<file path="config.mk">
export PLATFORM = sky130hd
export DESIGN_NAME = tpwb_top
export DESIGN_NICKNAME = d
export VERILOG_FILES = /design/src/hdl/tpwb_pkg.sv /design/src/hdl/tpwb_top.sv
export SDC_FILE = /design/constraint.sdc
export NUM_CORES = 1
export LEC_CHECK = 0
export ABC_AREA = 1
export BUFFER_PORTS_ARGS = -buffer_cell sky130_fd_sc_hd__buf_2
export CORE_MARGIN = 10
export CORE_UTILIZATION = 51
export DETAILED_ROUTE_END_ITERATION = 8
export MAX_ROUTING_LAYER = met4
export PLACE_DENSITY = 0.77
export SLEW_MARGIN = 20
export SYNTH_ARGS = -nofsm -noshare
export SYNTH_HDL_FRONTEND = slang
export SYNTH_SLANG_ARGS = --single-unit
</file>
<file path="constraint.sdc">
create_clock -name clk_sys -period 2.2 [get_ports clk_sys]
set_input_delay 0.44 -clock clk_sys [delete_from_list [all_inputs] [get_ports clk_sys]]
set_output_delay 0.44 -clock clk_sys [all_outputs]
set_load 0.005 [all_outputs]
</file>
<file path="src/hdl/tpwb_pkg.sv">
// Constants, register map and field layouts for the timer/buzzer block.
// Assumes a single 50 MHz system clock and an AHB-Lite register bus.
package tpwb_pkg;

  // ------------------------------------------------------------
  // Register byte offsets
  // ------------------------------------------------------------
  localparam logic [7:0] OFS_CTRL0 = 8'h00;
  localparam logic [7:0] OFS_CNT0  = 8'h04;
  localparam logic [7:0] OFS_CTRL1 = 8'h08;
  localparam logic [7:0] OFS_CNT1  = 8'h0C;
  localparam logic [7:0] OFS_IRQ   = 8'h10;
  localparam logic [7:0] OFS_PORT  = 8'h14;

  // ------------------------------------------------------------
  // Field positions
  // ------------------------------------------------------------
  localparam int IRQ_EN0   = 0;
  localparam int IRQ_EN1   = 1;
  localparam int IRQ_FLG0  = 2;
  localparam int IRQ_FLG1  = 3;
  localparam int PRT_BZEN  = 0;
  localparam int PRT_BZSRC = 1;
  localparam int PRT_DIR0  = 2;
  localparam int PRT_DIR1  = 3;
  localparam int PRT_DAT0  = 4;
  localparam int PRT_DAT1  = 5;
  localparam int PRT_PULL0 = 6;
  localparam int PRT_PULL1 = 7;

  // ------------------------------------------------------------
  // Reset values and counts
  // ------------------------------------------------------------
  localparam logic [7:0]  CTRL_RST = 8'h00;
  localparam logic [7:0]  PORT_RST = 8'h0C;
  localparam logic [1:0]  DIV4_LAST = 2'h3;
  localparam logic [15:0] MAX0 = 16'h00FF;
  localparam logic [15:0] MAX1 = 16'hFFFF;

  // Timer control byte, one per timer
  typedef enum logic [1:0] {
    MODE_IDLE  = 2'h0,
    MODE_EVENT = 2'h1,
    MODE_TIMER = 2'h2,
    MODE_PULSE = 2'h3
  } tpwb_mode_t;

  typedef struct packed {
    tpwb_mode_t mode;
    logic       rsv;
    logic       run_enable;
    logic       edge_select;
    logic [2:0] prescale_rate;
  } tpwb_ctrl_t;

endpackage

</file>
<file path="src/hdl/tpwb_top.sv">
// Two timer/event counters with pulse width measurement and buzzer pair.
// Assumes one AHB-Lite master, synchronous pin inputs, single clock.
//
// How it works
// Timer0 counts prescaled clock, timer1 clock/4
// Run-enable arms; count waits for active edge
// Edge select low: start falling, stop rising
// Edge select high: start rising, stop falling
// Only pulse width mode auto-clears run-enable
// Residual count held; inputs ignored until rearmed
// Start and stop follow transitions, not levels
// Overflow interrupts, reloads preload, keeps counting
// Program selects mode and input direction
// Pull-high option stays while pin counts
// Buzzer drives complementary pair on two lines
// Chosen timer overflow toggles buzzer pair
// Buzzer only drives lines set as outputs
// Line0 data bit gates buzzer; low drives zero
// External edge acts on next timer tick
// Counter read or preload write inhibits count
// Program loads count before enabling timer
// Overflow sets flag and wakes device
// Preset flag suppresses overflow wake-up
// Mode from control bits 7 and 6
// Preload write when stopped loads counter too
// Mode 10 timer, 01 event, 11 pulse, 00 idle
module tpwb_top (
  // Clock and reset
  input  wire logic        clk_sys,
  input  wire logic        rst,
  // AHB-Lite slave
  input  wire logic        hsel,
  input  wire logic [31:0] haddr,
  input  wire logic [1:0]  htrans,
  input  wire logic        hwrite,
  input  wire logic [2:0]  hsize,
  input  wire logic [31:0] hwdata,
  input  wire logic        hready,
  output logic      [31:0] hrdata,
  output logic             hreadyout,
  output logic             hresp,
  // Timer input pins
  input  wire logic        timer0_input_pin,
  input  wire logic        timer1_input_pin,
  output logic             timer0_pullup_en,
  output logic             timer1_pullup_en,
  // Buzzer / port lines
  output logic             port_b_line0_out,
  output logic             port_b_line0_oe,
  output logic             port_b_line1_out,
  output logic             port_b_line1_oe,
  // Events toward interrupt controller and power control
  output logic             timer0_irq,
  output logic             timer1_irq,
  output logic             wake_pulse
);

  // ------------------------------------------------------------
  // State
  // ------------------------------------------------------------
  tpwb_pkg::tpwb_ctrl_t ctrl_r [2];
  logic [15:0] cnt_r [2];
  logic [15:0] pre_r [2];
  logic [1:0]  started_r;
  logic [1:0]  pin_r;
  logic [1:0]  pin_q;
  logic [1:0]  pin_vld_r;
  logic [6:0]  psc_r;
  logic [1:0]  div4_r;
  logic [7:0]  port_r;
  logic [3:0]  irq_r;
  logic        sound_out_true_r;

  logic        wr_q;
  logic [7:0]  addr_q;

  logic [1:0]  tick;
  logic [1:0]  inc;
  logic [1:0]  ovf;
  logic [1:0]  start;
  logic [1:0]  stop;
  logic [1:0]  inhibit;
  logic        addr_ok;
  logic [7:0]  addr_a;
  logic [31:0] rd_nxt;

  function automatic logic [7:0] ctrl_ofs(input int i);
    ctrl_ofs = (i == 0) ? tpwb_pkg::OFS_CTRL0 : tpwb_pkg::OFS_CTRL1;
  endfunction

  function automatic logic [7:0] cnt_ofs(input int i);
    cnt_ofs = (i == 0) ? tpwb_pkg::OFS_CNT0 : tpwb_pkg::OFS_CNT1;
  endfunction

  function automatic logic [15:0] cnt_max(input int i);
    cnt_max = (i == 0) ? tpwb_pkg::MAX0 : tpwb_pkg::MAX1;
  endfunction

  // Data-phase write hit on one register offset
  function automatic logic wr_hit(input logic [7:0] ofs);
    wr_hit = wr_q & (addr_q == ofs);
  endfunction

  // ------------------------------------------------------------
  // Bus address phase
  // ------------------------------------------------------------
  // Only the low address byte decodes; hsize is ignored
  assign addr_ok = hsel & htrans[1] & hready;
  assign addr_a  = haddr[7:0];

  always_comb begin
    rd_nxt = 32'h0000_0000;
    unique case (addr_a)
      tpwb_pkg::OFS_CTRL0: rd_nxt = {24'h000000, ctrl_r[0]};
      tpwb_pkg::OFS_CNT0:  rd_nxt = {16'h0000, cnt_r[0]};
      tpwb_pkg::OFS_CTRL1: rd_nxt = {24'h000000, ctrl_r[1]};
      tpwb_pkg::OFS_CNT1:  rd_nxt = {16'h0000, cnt_r[1]};
      tpwb_pkg::OFS_IRQ:   rd_nxt = {28'h0000000, irq_r};
      tpwb_pkg::OFS_PORT:  rd_nxt = {24'h000000, port_r};
      // Unmapped offsets read zero
      default:             rd_nxt = 32'h0000_0000;
    endcase
  end

  // Read data captured at the address phase: zero wait states
  always_ff @(posedge clk_sys) begin
    if (rst) begin
      wr_q      <= 1'b0;
      addr_q    <= 8'h00;
      hrdata    <= 32'h0000_0000;
      hreadyout <= 1'b0;
      hresp     <= 1'b0;
    end else begin
      wr_q      <= addr_ok & hwrite;
      addr_q    <= addr_a;
      hrdata    <= (addr_ok & ~hwrite) ? rd_nxt : 32'h0000_0000;
      hreadyout <= 1'b1;
      hresp     <= 1'b0;
    end
  end

  // ------------------------------------------------------------
  // Timer clocks
  // ------------------------------------------------------------
  // Free-running dividers: a new rate applies at once
  always_ff @(posedge clk_sys) begin
    if (rst) begin
      psc_r  <= 7'h00;
      div4_r <= 2'h0;
    end else begin
      psc_r  <= psc_r + 7'h01;
      div4_r <= div4_r + 2'h1;
    end
  end

  // Timer0 ticks every 2^rate clocks, timer1 every fourth
  always_comb begin
    tick[0] = ((psc_r & ((7'h01 << ctrl_r[0].prescale_rate) - 7'h01))
               == 7'h00);
    tick[1] = (div4_r == tpwb_pkg::DIV4_LAST);
  end

  // ------------------------------------------------------------
  // Pin edges and count decisions
  // ------------------------------------------------------------
  // History must fill first: a high idle pin would fake a rise
  always_ff @(posedge clk_sys) begin
    if (rst) begin
      pin_r     <= 2'h0;
      pin_q     <= 2'h0;
      pin_vld_r <= 2'h0;
    end else begin
      pin_r     <= {timer1_input_pin, timer0_input_pin};
      pin_q     <= pin_r;
      pin_vld_r <= {pin_vld_r[0], 1'b1};
    end
  end

  always_comb begin
    logic rise;
    logic fall;
    logic act;
    logic ret;
    rise = 1'b0;
    fall = 1'b0;
    act  = 1'b0;
    ret  = 1'b0;
    for (int i = 0; i < 2; i++) begin
      rise = pin_vld_r[1] & pin_r[i] & ~pin_q[i];
      fall = pin_vld_r[1] & ~pin_r[i] & pin_q[i];
      act  = ctrl_r[i].edge_select ? rise : fall;
      ret  = ctrl_r[i].edge_select ? fall : rise;
      // Reads of the count and preload writes hold the count still
      inhibit[i] = (addr_ok & ~hwrite & addr_a == cnt_ofs(i))
                 | wr_hit(cnt_ofs(i));
      start[i] = ctrl_r[i].run_enable & ~started_r[i] & act
               & (ctrl_r[i].mode == tpwb_pkg::MODE_PULSE);
      // Auto-stop only in pulse mode; others need software
      stop[i]  = ctrl_r[i].run_enable & started_r[i] & ret
               & (ctrl_r[i].mode == tpwb_pkg::MODE_PULSE);
      unique case (ctrl_r[i].mode)
        tpwb_pkg::MODE_TIMER:
          inc[i] = ctrl_r[i].run_enable & tick[i];
        // Event mode counts raw pin edges, no prescaler
        tpwb_pkg::MODE_EVENT:
          inc[i] = ctrl_r[i].run_enable
                 & (ctrl_r[i].edge_select ? fall : rise);
        tpwb_pkg::MODE_PULSE:
          inc[i] = ctrl_r[i].run_enable & started_r[i]
                 & tick[i];
        tpwb_pkg::MODE_IDLE:
          inc[i] = 1'b0;
      endcase
      inc[i] = inc[i] & ~inhibit[i];
      ovf[i] = inc[i] & (cnt_r[i] == cnt_max(i));
    end
  end

  // ------------------------------------------------------------
  // Control registers and measurement state
  // ------------------------------------------------------------
  always_ff @(posedge clk_sys) begin
    if (rst) begin
      for (int i = 0; i < 2; i++) begin
        ctrl_r[i] <= tpwb_pkg::CTRL_RST;
      end
      started_r <= 2'h0;
    end else begin
      for (int i = 0; i < 2; i++) begin
        // Software write beats a same-cycle auto-stop
        if (wr_hit(ctrl_ofs(i))) begin
          ctrl_r[i] <= hwdata[7:0];
        end else if (stop[i]) begin
          ctrl_r[i].run_enable <= 1'b0;
        end
        // A fresh arm always waits for a new active edge
        if (~ctrl_r[i].run_enable | stop[i]) begin
          started_r[i] <= 1'b0;
        end else if (start[i]) begin
          started_r[i] <= 1'b1;
        end
      end
    end
  end

  // ------------------------------------------------------------
  // Counters and preload
  // ------------------------------------------------------------
  always_ff @(posedge clk_sys) begin
    if (rst) begin
      for (int i = 0; i < 2; i++) begin
        cnt_r[i] <= 16'h0000;
        pre_r[i] <= 16'h0000;
      end
    end else begin
      for (int i = 0; i < 2; i++) begin
        if (wr_hit(cnt_ofs(i))) begin
          // Timer0 keeps only its low byte
          pre_r[i] <= hwdata[15:0] & cnt_max(i);
          // A running timer picks the value up at its next wrap
          if (~ctrl_r[i].run_enable) begin
            cnt_r[i] <= hwdata[15:0] & cnt_max(i);
          end
        end else if (ovf[i]) begin
          cnt_r[i] <= pre_r[i];
        end else if (inc[i]) begin
          cnt_r[i] <= cnt_r[i] + 16'h0001;
        end
      end
    end
  end

  // ------------------------------------------------------------
  // Request flags, enables and wake-up
  // ------------------------------------------------------------
  always_ff @(posedge clk_sys) begin
    if (rst) begin
      irq_r      <= 4'h0;
      timer0_irq <= 1'b0;
      timer1_irq <= 1'b0;
      wake_pulse <= 1'b0;
    end else begin
      // Overflow beats a same-cycle software clear
      if (wr_hit(tpwb_pkg::OFS_IRQ)) begin
        irq_r <= hwdata[3:0] | {ovf, 2'h0};
      end else begin
        irq_r <= irq_r | {ovf, 2'h0};
      end
      timer0_irq <= irq_r[tpwb_pkg::IRQ_FLG0]
                  & irq_r[tpwb_pkg::IRQ_EN0];
      timer1_irq <= irq_r[tpwb_pkg::IRQ_FLG1]
                  & irq_r[tpwb_pkg::IRQ_EN1];
      // An already-set flag blocks the wake-up, enable or not
      wake_pulse <= |(ovf & ~irq_r[3:2]);
    end
  end

  // ------------------------------------------------------------
  // Port lines and buzzer
  // ------------------------------------------------------------
  always_ff @(posedge clk_sys) begin
    if (rst) begin
      port_r <= tpwb_pkg::PORT_RST;
    end else if (wr_hit(tpwb_pkg::OFS_PORT)) begin
      port_r <= hwdata[7:0];
    end
  end

  // Toggles even while the outputs are gated off
  always_ff @(posedge clk_sys) begin
    if (rst) begin
      sound_out_true_r <= 1'b0;
    end else if (ovf[port_r[tpwb_pkg::PRT_BZSRC]]) begin
      sound_out_true_r <= ~sound_out_true_r;
    end
  end

  // Direction bit high means input; buzzer only reaches output lines
  always_ff @(posedge clk_sys) begin
    if (rst) begin
      port_b_line0_out <= 1'b0;
      port_b_line1_out <= 1'b0;
      port_b_line0_oe  <= 1'b0;
      port_b_line1_oe  <= 1'b0;
      timer0_pullup_en <= 1'b0;
      timer1_pullup_en <= 1'b0;
    end else begin
      port_b_line0_oe <= ~port_r[tpwb_pkg::PRT_DIR0];
      port_b_line1_oe <= ~port_r[tpwb_pkg::PRT_DIR1];
      if (port_r[tpwb_pkg::PRT_BZEN]) begin
        port_b_line0_out <= port_r[tpwb_pkg::PRT_DAT0]
                          & sound_out_true_r;
        port_b_line1_out <= port_r[tpwb_pkg::PRT_DAT0]
                          & ~sound_out_true_r;
      end else begin
        port_b_line0_out <= port_r[tpwb_pkg::PRT_DAT0];
        port_b_line1_out <= port_r[tpwb_pkg::PRT_DAT1];
      end
      timer0_pullup_en <= port_r[tpwb_pkg::PRT_PULL0];
      timer1_pullup_en <= port_r[tpwb_pkg::PRT_PULL1];
    end
  end

endmodule
</file>
Word level (Yosys, flattened, before mapping)
Memory sizes are Yosys's and may differ from the RTL's.
Index checks and enable logic that the tools add are counted.
{"block": "word_totals", "ff_bits": 81, "ramBits": 80, "output_inout_bits": 43, "n_memories": 3}
{"name": "cnt_r", "words": 2, "width": 16, "read_ports": 2, "rd_ports_with_merged_regs": 0, "write_ports": 2, "line_no": "tpwb_top.sv:62", "text": "logic [15:0] cnt_r [2];"}
{"name": "pre_r", "words": 2, "width": 16, "read_ports": 2, "rd_ports_with_merged_regs": 0, "write_ports": 2, "line_no": "tpwb_top.sv:63", "text": "logic [15:0] pre_r [2];"}
{"name": "ctrl_r", "words": 2, "width": 8, "read_ports": 2, "rd_ports_with_merged_regs": 0, "write_ports": 2, "line_no": "tpwb_top.sv:61", "text": "tpwb_pkg::tpwb_ctrl_t ctrl_r [2];"}
{"block": "classes", "add_sub_neg": 5, "n_lt_le_gt_ge": 1, "eq_ne": 19, "shifts": 1, "mux": 74, "bitwise": 82, "reduce_logical": 9}
{"op": "$mux W16", "n": 8}
{"op": "$pmux W16 S6", "n": 1}
{"op": "$mux W1", "n": 60}
{"op": "$and A1 B1 Y1", "n": 46}
{"op": "$add A16 B1 Y16 const B", "n": 2}
{"op": "$eq A8 B4 Y1 const B", "n": 4}
{"op": "$eq A8 B5 Y1 const B", "n": 4}
{"op": "$eq A16 B16 Y1 const B", "n": 1}
{"op": "$eq A16 B8 Y1 const B", "n": 1}
{"op": "$eq A8 B3 Y1 const B", "n": 2}
{"op": "$logic_not A8 Y1", "n": 2}
{"op": "$mux W8", "n": 2}
{"op": "$or A1 B1 Y1", "n": 16}
{"op": "$not A1 Y1", "n": 15}
{"op": "$eq A2 B2 Y1 const B", "n": 5}
{"op": "$or A4 B4 Y4", "n": 2}
{"op": "$pmux W1 S4", "n": 2}
{"op": "$reduce_or A2 Y1", "n": 4}
{"op": "$add A7 B1 Y7 const B", "n": 1}
{"op": "$and A7 B7 Y7", "n": 1}
{"op": "$logic_not A7 Y1", "n": 1}
{"op": "$shl A1 B3 Y7 const A", "n": 1}
{"op": "$sub A7 B1 Y7 const B", "n": 1}
{"op": "$eq A2 B1 Y1 const B", "n": 2}
{"op": "6 further kinds", "n": 7}

Logic depth before layout (Yosys ltp)
Gate-level depths: netlist (run 1).
An unclocked memory read counts as a cell.
{"block": "logic_depth", "word_depth": 15, "ltp_mapped": 14, "depth_no_buf": 14}

Worst setup path before layout (run 1)
No wires, ideal clock.
{"block": "synth_path", "kind": "input to register", "start": "in haddr[0]", "end": "mem cnt_r[1][0], enable pin", "setup_time_ps": 416, "arrival_ps": 1720, "path_slack_ps": 64, "stages": 7, "path_cell_list": "inv_1 > nand2_1 > nor2_1 > nand4_1 > nand3_1 > buf_2 > nand3_1"}
{"element": "start: declaration", "line_no": "tpwb_top.sv:33", "text": "input wire logic [31:0] haddr,"}
{"element": "end: declaration", "line_no": "tpwb_top.sv:62"}

==> results of run 1 <==
[area by class of cell]
cell class	instances	area share [%]
tap	172	2.75
timing repair buffer	82	6.52
clock inverter	14	1.57
clock buffer	18	5.76
sequential	136	43.9
inverter	124	5.98
multi-input combinational	539	33.5
[metal layers]
| metal | GRT usage (%) | vias to the layer above |
|---|---|---|
| li1 | - | 2816 |
| met1 | 24.1 | 2550 |
| met5 | - | - |
| met3 | 6.34 | 57 |
| met4 | 9.37 | 0 |
| met2 | 28.8 | 285 |
[registers in the layout, indices dropped and copies added (netlist names), 2 cells and up]
signal	cells
addr_q	8
hrdata	16
pin_r	2
cnt_r	32
port_r	8
irq_r	4
pin_q	2
psc_r	7
pin_vld_r	2
started_r	2
div4_r	2
ctrl_r	16
pre_r	24
[critical path, delay by kind of cell, from the launching register on]
family / cells / cell delay [ns]
simple gates: 7 / 0.80
buf+inv: 1 / 0.22
compound gates: 1 / 0.10
fa+ha+maj: 1 / 0.20
flops: 1 / 0.43
[worst min-delay path by stage]
| stage | startpoint | to | slack, ns | depth (start not counted) |
|---|---|---|---|---|
| final | timer0_input_pin | pin_r[0]$_SDFF_PP0_ | 0.21 | 3 |
| after global placement | div4_r[0]$_SDFF_PP0_ | div4_r[0]$_SDFF_PP0_ | 0.40 | 1 |
| after global routing | timer0_input_pin | pin_r[0]$_SDFF_PP0_ | 0.20 | 3 |
| after CTS | timer0_input_pin | pin_r[0]$_SDFF_PP0_ | 0.20 | 3 |
| after detailed placement | pin_vld_r[0]$_DFF_P_ | pin_vld_r[1]$_SDFF_PP0_ | 0.41 | 2 |
| after floorplan | div4_r[0]$_SDFF_PP0_ | div4_r[0]$_SDFF_PP0_ | 0.39 | 1 |
[cells by family (layout without fill, tap and decap cells)]
kind of cell,after synthesis,after routing
AOI/OAI and AO/OA,104,104
adders and majority gates,4,4
buffers and inverters,159,238
other,1,17
xor gates and xnor gates,12,12
muxes,1,1
DFF,136,136
and+or+nand+nor,401,401
[stage by stage]
stage	util, %	setup WS (ns)
after floorplan	-	0.0642
after global placement	56.7	0.121
after detailed placement	56.7	0.0891
after CTS	61.2	0.214
after global routing	61.2	0.00729
final	61.2	0.201
[cell usage in the layout, fill, tap and decap left out, drive strengths merged]
| cell type | instances |
|---|---|
| buf | 82 |
| edfxtp | 71 |
| o211ai | 6 |
| bufinv | 1 |
| a21oi | 31 |
| o21ai | 38 |
| nand3 | 60 |
| o31ai | 1 |
| clkbuf | 18 |
| clkinvlp | 2 |
| conb | 17 |
| nor2 | 127 |
| ha | 4 |
| or3 | 1 |
| xnor2 | 1 |
| inv | 127 |
| a22oi | 2 |
| a21boi | 1 |
| nor3b | 2 |
| and3 | 1 |
| a2111oi | 1 |
| xor2 | 11 |
| o21a | 1 |
| dfxtp | 65 |
| o22ai | 19 |
| nor3 | 24 |
| nand2 | 170 |
| nand4 | 14 |
| mux2i | 1 |
| clkinv | 8 |
| nor4 | 2 |
| a31oi | 4 |
[power by group through the flow]
stage	clock network, mW	logic, mW	registers (mW)
floorplan	0	0.225	2.84
global placement	0	0.315	2.86
detailed placement	0	0.320	2.86
CTS	2.77	0.323	2.81
global route	2.89	0.368	2.82
finish	2.76	0.331	2.81
[repair_timing]
| item | 4_1_cts | 5_1_grt |
|---|---|---|
| endpoints found under the setup margin | 0 | 1 |
| resized for setup | 0 | 0 |
| buffers inserted | 0 | 1 |
==> results.cfg, run 1 <==
[global_routing]
overflow = 0
track_usage_pct = 19.7
antenna_found_initial = 0
first_global_vias = 5307
grt_pass1_wl_um = 27100
grt_max_degree = 24

[detailed_routing]
drcViolationCount = 0
wl_met2_um = 7570
drt_first_pass_iters = 6
drt_iter0_markers = 709
maxUsedRoutingLayer = met4
drt-met1-wl_um = 7470
wl_per_cell_um = 16.0
routed_wl_um = 17400
drtAntennaViolNets = 0
vias = 5708
routed-wl-met3_um = 1700
viasPerCell = 5.26

[pwr]
p_int_mw = 4.48
clock_power_share_pct = 46.7
finalPower_mw = 5.90
switching_share_pct = 24.1
seqPwrFrac_pct = 47.6
combinationalPowerShare_pct = 5.6
p_switching_mw = 1.42
max-vdd-ir-drop_mv = 0.530
p_leak_nw = 3.43
p_per_area_nw_per_um2 = 754

[logic_synthesis]
synth_edf_count = 71
ys_ff_latch = 136
synth_top_cell_by_area = edfxtp_1
synth-xor-area-share_pct = 1.57
synth_compound_area_share_pct = 8.71
synthCells = 818
synth_commonest_cells = 168 x nand2_1, 118 x inv_1, 113 x nor2_1, 71 x edfxtp_1, 65 x dfxtp_1
ys_warn_count = 0
synthAdderAreaFrac_pct = 0.746
synth.most_common_cell = nand2_1
synth-seq-area-share_pct = 51.2
synthesis.area_um2 = 6710
synth_flop_cell = edfxtp_1
synth_top_cells_by_area = edfxtp_1 32%, dfxtp_1 19%, nand2_1 9.4%
synth.avg_cell_area_um2 = 8.20
synth_top_family_by_area = simple AND/OR/NAND/NOR gates
synthMuxAreaShare_pct = 0.149
yosysUniqueCellTypes = 43
synth_top_area_share_pct = 31.8
synth_async_sr_flop_share_pct = 0
yosys.area_share.simple_pct = 27.0

[floorplan]
die_y_um = 135
rows = 41
ios = 119
dieWidth_um = 135
initial_utilization_pct = 52.5
die_area_um2 = 18100
core-area_um2 = 12800

[setup_path]
crit_end = cnt_r[1][3]$_DFFE_PP_
cp-startpoint = cnt_r[1][0]$_DFFE_PP_
crit_path_top_delay_cell = edfxtp_1
regToRegEndpoint = cnt_r[1][3]$_DFFE_PP_
crit_fanout = 13
path_cells = ha_1 > nand2_1 > nor2_1 > nand2_1 > nor2_2 > nand2_1 > inv_2 > o21ai_0 > nand2_1 > nand2_1
crit_required_ns = 2.38
r2r_start = cnt_r[1][0]$_DFFE_PP_
reg2reg_slack_ns = 0.20
worstPathArrival_ns = 2.18
crit_type = flip-flop to flip-flop
cp-start-kind = flip-flop
crit_path_end_kind = flip-flop
crit_path_max_incr_delay_ns = 0.43
ff2ff_path_depth = 10
cpMostUsedCell = nand2_1

[cts]
cts_buffers = 17
clock_path_buffers = 2
cts_sinks = 136
cts-htree-levels = 4
cts-root-buf = clkbuf_16
cts_tree = yes
insertion_delay_ns = 0.43
clkTransAtPathRegs_ns = 0.06
ctsHoldBuffers = 0

[sta]
min_period_over_period_pct = 90.9
whs_ns = 0.212
max_freq_mhz = 500
setup_viol = 0
period_needed_ns = 2.00
skew_ns = 0.00887
rsz0062_at_grt = false
tightestPinTransition_ns = 0.810
setup-tns-final_ns = 0
hold_viol = 0
slew-limit-headroom_pct = 44.6
slew_violations = 0

[final_layout]
nets = 980
antenna_cells = 0
fin_area_um2 = 7820
layout-area-overhead-vs-synth_pct = 16.6
fillCellCount = 1093
instances_no_fill = 1085
final-seq-area_um2 = 3430
drive_above_1_share_pct = 16.0
multiInputGateArea_um2 = 2620

[placement]
dpl.cell_count = 1052
place_area_um2 = 7240
dpl.hpwl_um = 12800
portBuffers = 57
gp_congestion = 1.00

[flow_run]
maxCapViolCount = 0

[worst_hold_path]
hp-class = input pin to flip-flop

[status]
outcome = complete, no violations
Power figures use the tool's default switching activity.
==> run 2: changes to the inputs <==
--- a/config.mk
+++ b/config.mk
@@ -10,6 +10,6 @@
 export CORE_MARGIN = 10
-export CORE_UTILIZATION = 51
+export CORE_UTILIZATION = 56
 export DETAILED_ROUTE_END_ITERATION = 8
 export MAX_ROUTING_LAYER = met4
-export PLACE_DENSITY = 0.77
+export PLACE_DENSITY = 0.8
 export SLEW_MARGIN = 20
==> constraint.sdc (replaced) <==
create_clock -name clk_sys -period 2.1 [get_ports clk_sys]
set_input_delay 0.21 -clock clk_sys [delete_from_list [all_inputs] [get_ports clk_sys]]
set_output_delay 0.21 -clock clk_sys [all_outputs]
set_load 0.005 [all_outputs]
==> run 2 against run 1 <==
Global-route usage increased by 1.8 points; power rose by 8.0%; via count increased by 3.7%; first-iteration DRC count up 57%; critical path depth fell by 2; cell count shrank 2.2%; maximum frequency up 0.83%; clock skew about the same.
==> results.cfg, run 2 (same netlist as run 1, synthesis figures left out) <==
[final_layout]
reg_top3 = cnt_r x32, pre_r x24
nets = 985
fin_area_um2 = 7910
regMostFlops = cnt_r
instances_no_fill = 1061
largest_reg_flops = 32
final_common_cell = nand2_1
final_cell_mix = 165 x nand2_1, 118 x inv_1, 112 x nor2_1
antenna_cells = 0
drive_above_1_share_pct = 16.7
fillCellCount = 877
layout-area-overhead-vs-synth_pct = 17.9

[sta]
hold_viol = 0
slew_violations = 0
skew_ns = 0.00917
setup_viol = 0
slew-limit-headroom_pct = 58.6
tightestPinTransition_ns = 0.619
min_period_over_period_pct = 94.4
period_needed_ns = 1.98
max_freq_mhz = 504
fin_ws_ns = 0.117

[global_routing]
antenna_found_initial = 0
overflow = 0
first_global_vias = 5446
track_usage_pct = 21.4
grt_pass1_wl_um = 27500
grt_max_degree = 24

[pwr]
p_per_area_nw_per_um2 = 805
p_leak_nw = 3.49
max-vdd-ir-drop_mv = 0.584

[placement]
portBuffers = 57
dpl.hpwl_um = 12400
place_area_um2 = 7200
pre_cts_ws_ns = 0.111
gp_congestion = 0.965
dpl.cell_count = 1022

[floorplan]
die_y_um = 129
core-area_um2 = 11600
ios = 119
dieWidth_um = 129
die_area_um2 = 16800
rows = 39
initial_utilization_pct = 58.0

[detailed_routing]
wl_per_cell_um = 16.7
viasPerCell = 5.58
drt_iter0_markers = 1113
vias = 5917
drtAntennaViolNets = 0
drt_first_pass_iters = 6
routed_wl_um = 17700
drcViolationCount = 0

[setup_path]
crit_type = flip-flop to flip-flop
crit_path_end_kind = flip-flop
crit_path_top_delay_cell = edfxtp_1
cp-start-kind = flip-flop
cpMostUsedCell = nand2_1
cp_top_family = simple AND/OR/NAND/NOR gates
critPathBufInv = 0
crit_required_ns = 2.27
crit_path_max_incr_delay_ns = 0.38
path_cells = ha_2 > nand2_2 > nor2_4 > nand2_1 > nor3_4 > nand2_1 > o21ai_1 > nor2_1
crit_fanout = 4
worstPathArrival_ns = 2.15

[cts]
cts_buffers = 17
cts-root-buf = clkbuf_16
cts-htree-levels = 4
clock_path_buffers = 2
cts_tree = yes
clkTransAtPathRegs_ns = 0.06
insertion_delay_ns = 0.42
cts_sinks = 136

[flow_run]
maxCapViolCount = 0

[status]
outcome = complete, no violations

[worst_hold_path]
hp-class = input pin to flip-flop
==> run 2: final timing paths <==
check                                 start                         to  slack (ns)  depth (start not counted)
setup / recovery  cnt_r[0][0]$_SDFFCE_PP0P_  cnt_r[0][1]$_SDFFCE_PP0P_        0.12                          8
hold / removal                     haddr[0]       addr_q[0]$_SDFF_PP0_       0.005                          3
setup reg to reg  cnt_r[0][0]$_SDFFCE_PP0P_  cnt_r[0][1]$_SDFFCE_PP0P_        0.12                          8
hold reg to reg        pin_vld_r[0]$_DFF_P_    pin_vld_r[1]$_SDFF_PP0_        0.42                          2
==> run 2: routing by layer <==
layer | global-route usage (%) | vias to the layer above | part of all wire (%)
li1 | - | 2824 | -
met5 | - | - | 0
met2 | 32.8 | 364 | 45
met3 | 5.55 | 62 | 11
met4 | 8.20 | 0 | 3.2
met1 | 26.8 | 2667 | 41
==> run 2: final cells by class <==
type | count | area [um2] | area share [%]
clock inverter | 6 | 81.3 | 1.03
tap | 143 | 179 | 2.26
inverter | 124 | 470 | 5.95
sequential | 136 | 3430 | 43.4
multi-input combinational | 540 | 2670 | 33.7
clock buffer | 26 | 532 | 6.72
timing repair buffer | 86 | 546 | 6.90
==> run 2: per-stage QoR <==
stage | hold WS, ns | TNS, ns | power [mW] | utilization [%]
after floorplan | 0.317 | 0 | 3.22 | -
after global placement | 0.401 | 0 | 3.32 | 62.3
after detailed placement | 0.408 | 0 | 3.33 | 62.3
after CTS | 0.000319 | 0 | 6.36 | 67.7
after global routing | 0.0359 | -0.0105 | 6.53 | 68.4
final | 0.00516 | 0 | 6.37 | 68.4
==> run 2: report_power, final <==
| group | internal [mW] | switching [mW] | total (mW) |
|---|---|---|---|
| combinational | 0.115 | 0.242 | 0.357 |
| sequential | 2.88 | 0.0626 | 2.94 |
| clock | 1.98 | 1.09 | 3.07 |
==> run 2: what timing repair did <==
item                                   in CTS  in global routing
hold buffers                                2                  0
endpoints found under the hold margin       2                  0
setup buffers                               0                  4
setup endpoints to repair                   0                 23
gates resized for setup                     0                 12
==> run 2: worst min-delay path, cell delays in order <==
cell,delay [ns]
buf_2,0.07
inv_1,0.04
nor2_1,0.07
==> run 3: changes to the inputs <==
Settings changed: ABC_AREA 1 to not set.
Clock period 2.1 ns to 2.22 ns, I/O delays scaled along.
==> run 3 against run 2 <==
Hold slack better by 0.0034 ns; critical endpoint is now cnt_r[1][8]$_DFFE_PP_; critical path depth is 1 lower; highest routed layer unchanged; worst setup slack worse by 0.11 ns; non-clock buffer count is 23 higher; first-iteration DRC count is 43% lower; clock skew is 0.0013 ns higher; combinational power is 18% lower; sequential share of layout area is 0.80 points higher; clock power is 8.1% lower; global-route usage is 0.41 points lower; synthesized cell count is 27% lower.
==> results.cfg, run 3 <==
[logic_synthesis]
yosys.area_share.simple_pct = 20.1
synth-seq-area-share_pct = 53.7
ys_ff_latch = 136
synth_flop_cell = edfxtp_1
synth.avg_cell_area_um2 = 10.7
synth_commonest_cells = 71 x edfxtp_1, 65 x dfxtp_1, 48 x nand2_1, 45 x nor2_1, 37 x nand3_1
ys_warn_count = 0
synthCells = 599
synth_edf_count = 71
synth_top_family_by_area = simple AND/OR/NAND/NOR gates
synthAdderAreaFrac_pct = 0.782
synth_compound_area_share_pct = 14.0
synth_top_cell_by_area = edfxtp_1
synth_top_area_share_pct = 33.3
synth.most_common_cell = edfxtp_1
synthesis.area_um2 = 6400
synth_async_sr_flop_share_pct = 0
yosysUniqueCellTypes = 63
synthMuxAreaShare_pct = 2.84
synth_top_cells_by_area = edfxtp_1 33%, dfxtp_1 20%, nand3_1 2.9%
synth-xor-area-share_pct = 3.97

[cts]
clkTransAtPathRegs_ns = 0.06
cts_sinks = 136
cts_buffers = 17
cts-htree-levels = 4
insertion_delay_ns = 0.42
ctsHoldBuffers = 0
cts_tree = yes
cts-root-buf = clkbuf_16
clock_path_buffers = 2

[setup_path]
crit_type = flip-flop to flip-flop
crit_required_ns = 2.49
ff2ff_path_depth = 7
regToRegEndpoint = cnt_r[1][8]$_DFFE_PP_
cp-start-kind = flip-flop
crit_fanout = 14
worstPathArrival_ns = 2.48
crit_end = cnt_r[1][8]$_DFFE_PP_
r2r_start = addr_q[5]$_SDFF_PP0_
cp-startpoint = addr_q[5]$_SDFF_PP0_
reg2reg_slack_ns = 0.005
crit_path_end_kind = flip-flop

[floorplan]
dieWidth_um = 127
die_y_um = 127
rows = 38
die_area_um2 = 16100
ios = 119
core-area_um2 = 11000
initial_utilization_pct = 58.0

[pwr]
p_leak_nw = 3.10
p_int_mw = 4.58
combinationalPowerShare_pct = 5.0
p_switching_mw = 1.31
finalPower_mw = 5.89
clock_power_share_pct = 47.8
switching_share_pct = 22.2
max-vdd-ir-drop_mv = 0.533
seqPwrFrac_pct = 47.2
p_per_area_nw_per_um2 = 759

[flow_run]
maxCapViolCount = 0

[sta]
max_freq_mhz = 451
period_needed_ns = 2.22
skew_ns = 0.0105
slew-limit-headroom_pct = 58.3
min_period_over_period_pct = 99.8
whs_ns = 0.00857
hold_viol = 0
tightestPinTransition_ns = 0.625
slew_violations = 0
setup_viol = 0
setup-tns-final_ns = 0
rsz0062_at_grt = true

[global_routing]
first_global_vias = 5005
antenna_found_initial = 0
grt_pass1_wl_um = 26300
grt_max_degree = 25
track_usage_pct = 21.0
overflow = 0

[worst_hold_path]
min-delay-start = timer1_input_pin
hp-class = input pin to flip-flop

[placement]
gp_congestion = 1.04
dpl.hpwl_um = 11800
portBuffers = 57

[status]
outcome = complete, no violations

[detailed_routing]
drtAntennaViolNets = 0
viasPerCell = 6.11
vias = 5226
drcViolationCount = 0
drt_first_pass_iters = 7
drt_iter0_markers = 634
routed_wl_um = 16800
wl_per_cell_um = 19.6

[final_layout]
post-route-util_pct = 70.4
final_cell_mix = 71 x edfxtp_1, 65 x dfxtp_1, 57 x buf_2
drive_above_1_share_pct = 25.1
reg_top3 = cnt_r x32, pre_r x24
layout-area-overhead-vs-synth_pct = 21.4
regMostFlops = cnt_r
nets = 783
multiInputGateArea_um2 = 2760
final-seq-area_um2 = 3430
fillCellCount = 762
antenna_cells = 0
largest_reg_flops = 32
final_common_cell = edfxtp_1
==> run 3: cell types whose count changed after synthesis, sizes merged, moves of 17 or more <==
| cell | before | now |
|---|---|---|
| nand2 | 170 | 48 |
| inv | 124 | 12 |
| and2 | 0 | 25 |
| nor2 | 127 | 47 |
| nand3 | 60 | 38 |
| a22oi | 2 | 20 |
| nor2b | 0 | 17 |
==> run 3: cell type report <==
cell class,count,area share (%)
sequential,136,44.2
multi-input combinational,427,35.5
clock inverter,7,0.644
clock buffer,25,7.20
timing repair buffer,109,9.59
tap,140,2.26
inverter,12,0.580
==> run 3: worst min-delay path by stage <==
stage / endpoint / slack, ns / cells after the start
global placement: div4_r[0]$_SDFF_PP0_ / 0.40 / 1
finish: pin_r[1]$_SDFF_PP0_ / 0.009 / 2
detailed placement: div4_r[0]$_SDFF_PP0_ / 0.41 / 1
CTS: pin_r[1]$_SDFF_PP0_ / 0.001 / 2
floorplan: port_r[2]$_SDFFE_PP1P_ / 0.35 / 2
global route: pin_r[1]$_SDFF_PP0_ / 0.02 / 2
==> run 3: power by group through the flow <==
stage               Combinational, mW  Sequential [mW]  Clock, mW
floorplan                       0.176             2.81          0
global placement                0.268             2.82          0
detailed placement              0.277             2.83          0
CTS                             0.280             2.78       2.84
global route                    0.320             2.79       2.94
finish                          0.294             2.78       2.82
==> run 3: cell families after synthesis <==
logic type / Yosys count
xor+xnor: 29
flops: 136
fa+ha+maj: 4
compound gates: 120
mux: 18
simple gates: 239
other cells: 1
buf+inv: 52
==> run 3: through the flow <==
stage	std cells	instance area (um2)	worst slack, ns
floorplan	615	6460	-0.406
global placement	818	7060	0.0411
detailed placement	818	7060	0.0157
CTS	850	7670	0.00337
global route	856	7770	-0.0659
finish	856	7770	0.00455
==> run 3: worst max-delay path, stage by stage, from the launching register on <==
cell and delay, ns:
dfxtp_1 0.30, or4b_4 0.56, or4_4 0.52, o21a_4 0.15, nand3_4 0.17, buf_12 0.17
nand2_1 0.08, o22ai_2 0.11
==> run 3: metal layers <==
layer	part of all wire (%)	track usage, %	wire length, um	up-vias
met5	0	-	0	-
met4	3.1	8.24	528	0
met3	12	6.21	1980	57
met2	46	31.9	7640	370
met1	39	25.9	6620	2429
li1	-	-	-	2370
==> run 3: repair_timing <==
action                                 in CTS  in global routing
gates resized for setup                     0                 16
buffers inserted                            0                  6
setup endpoints to repair                   0                 78
endpoints found under the hold margin       0                  0
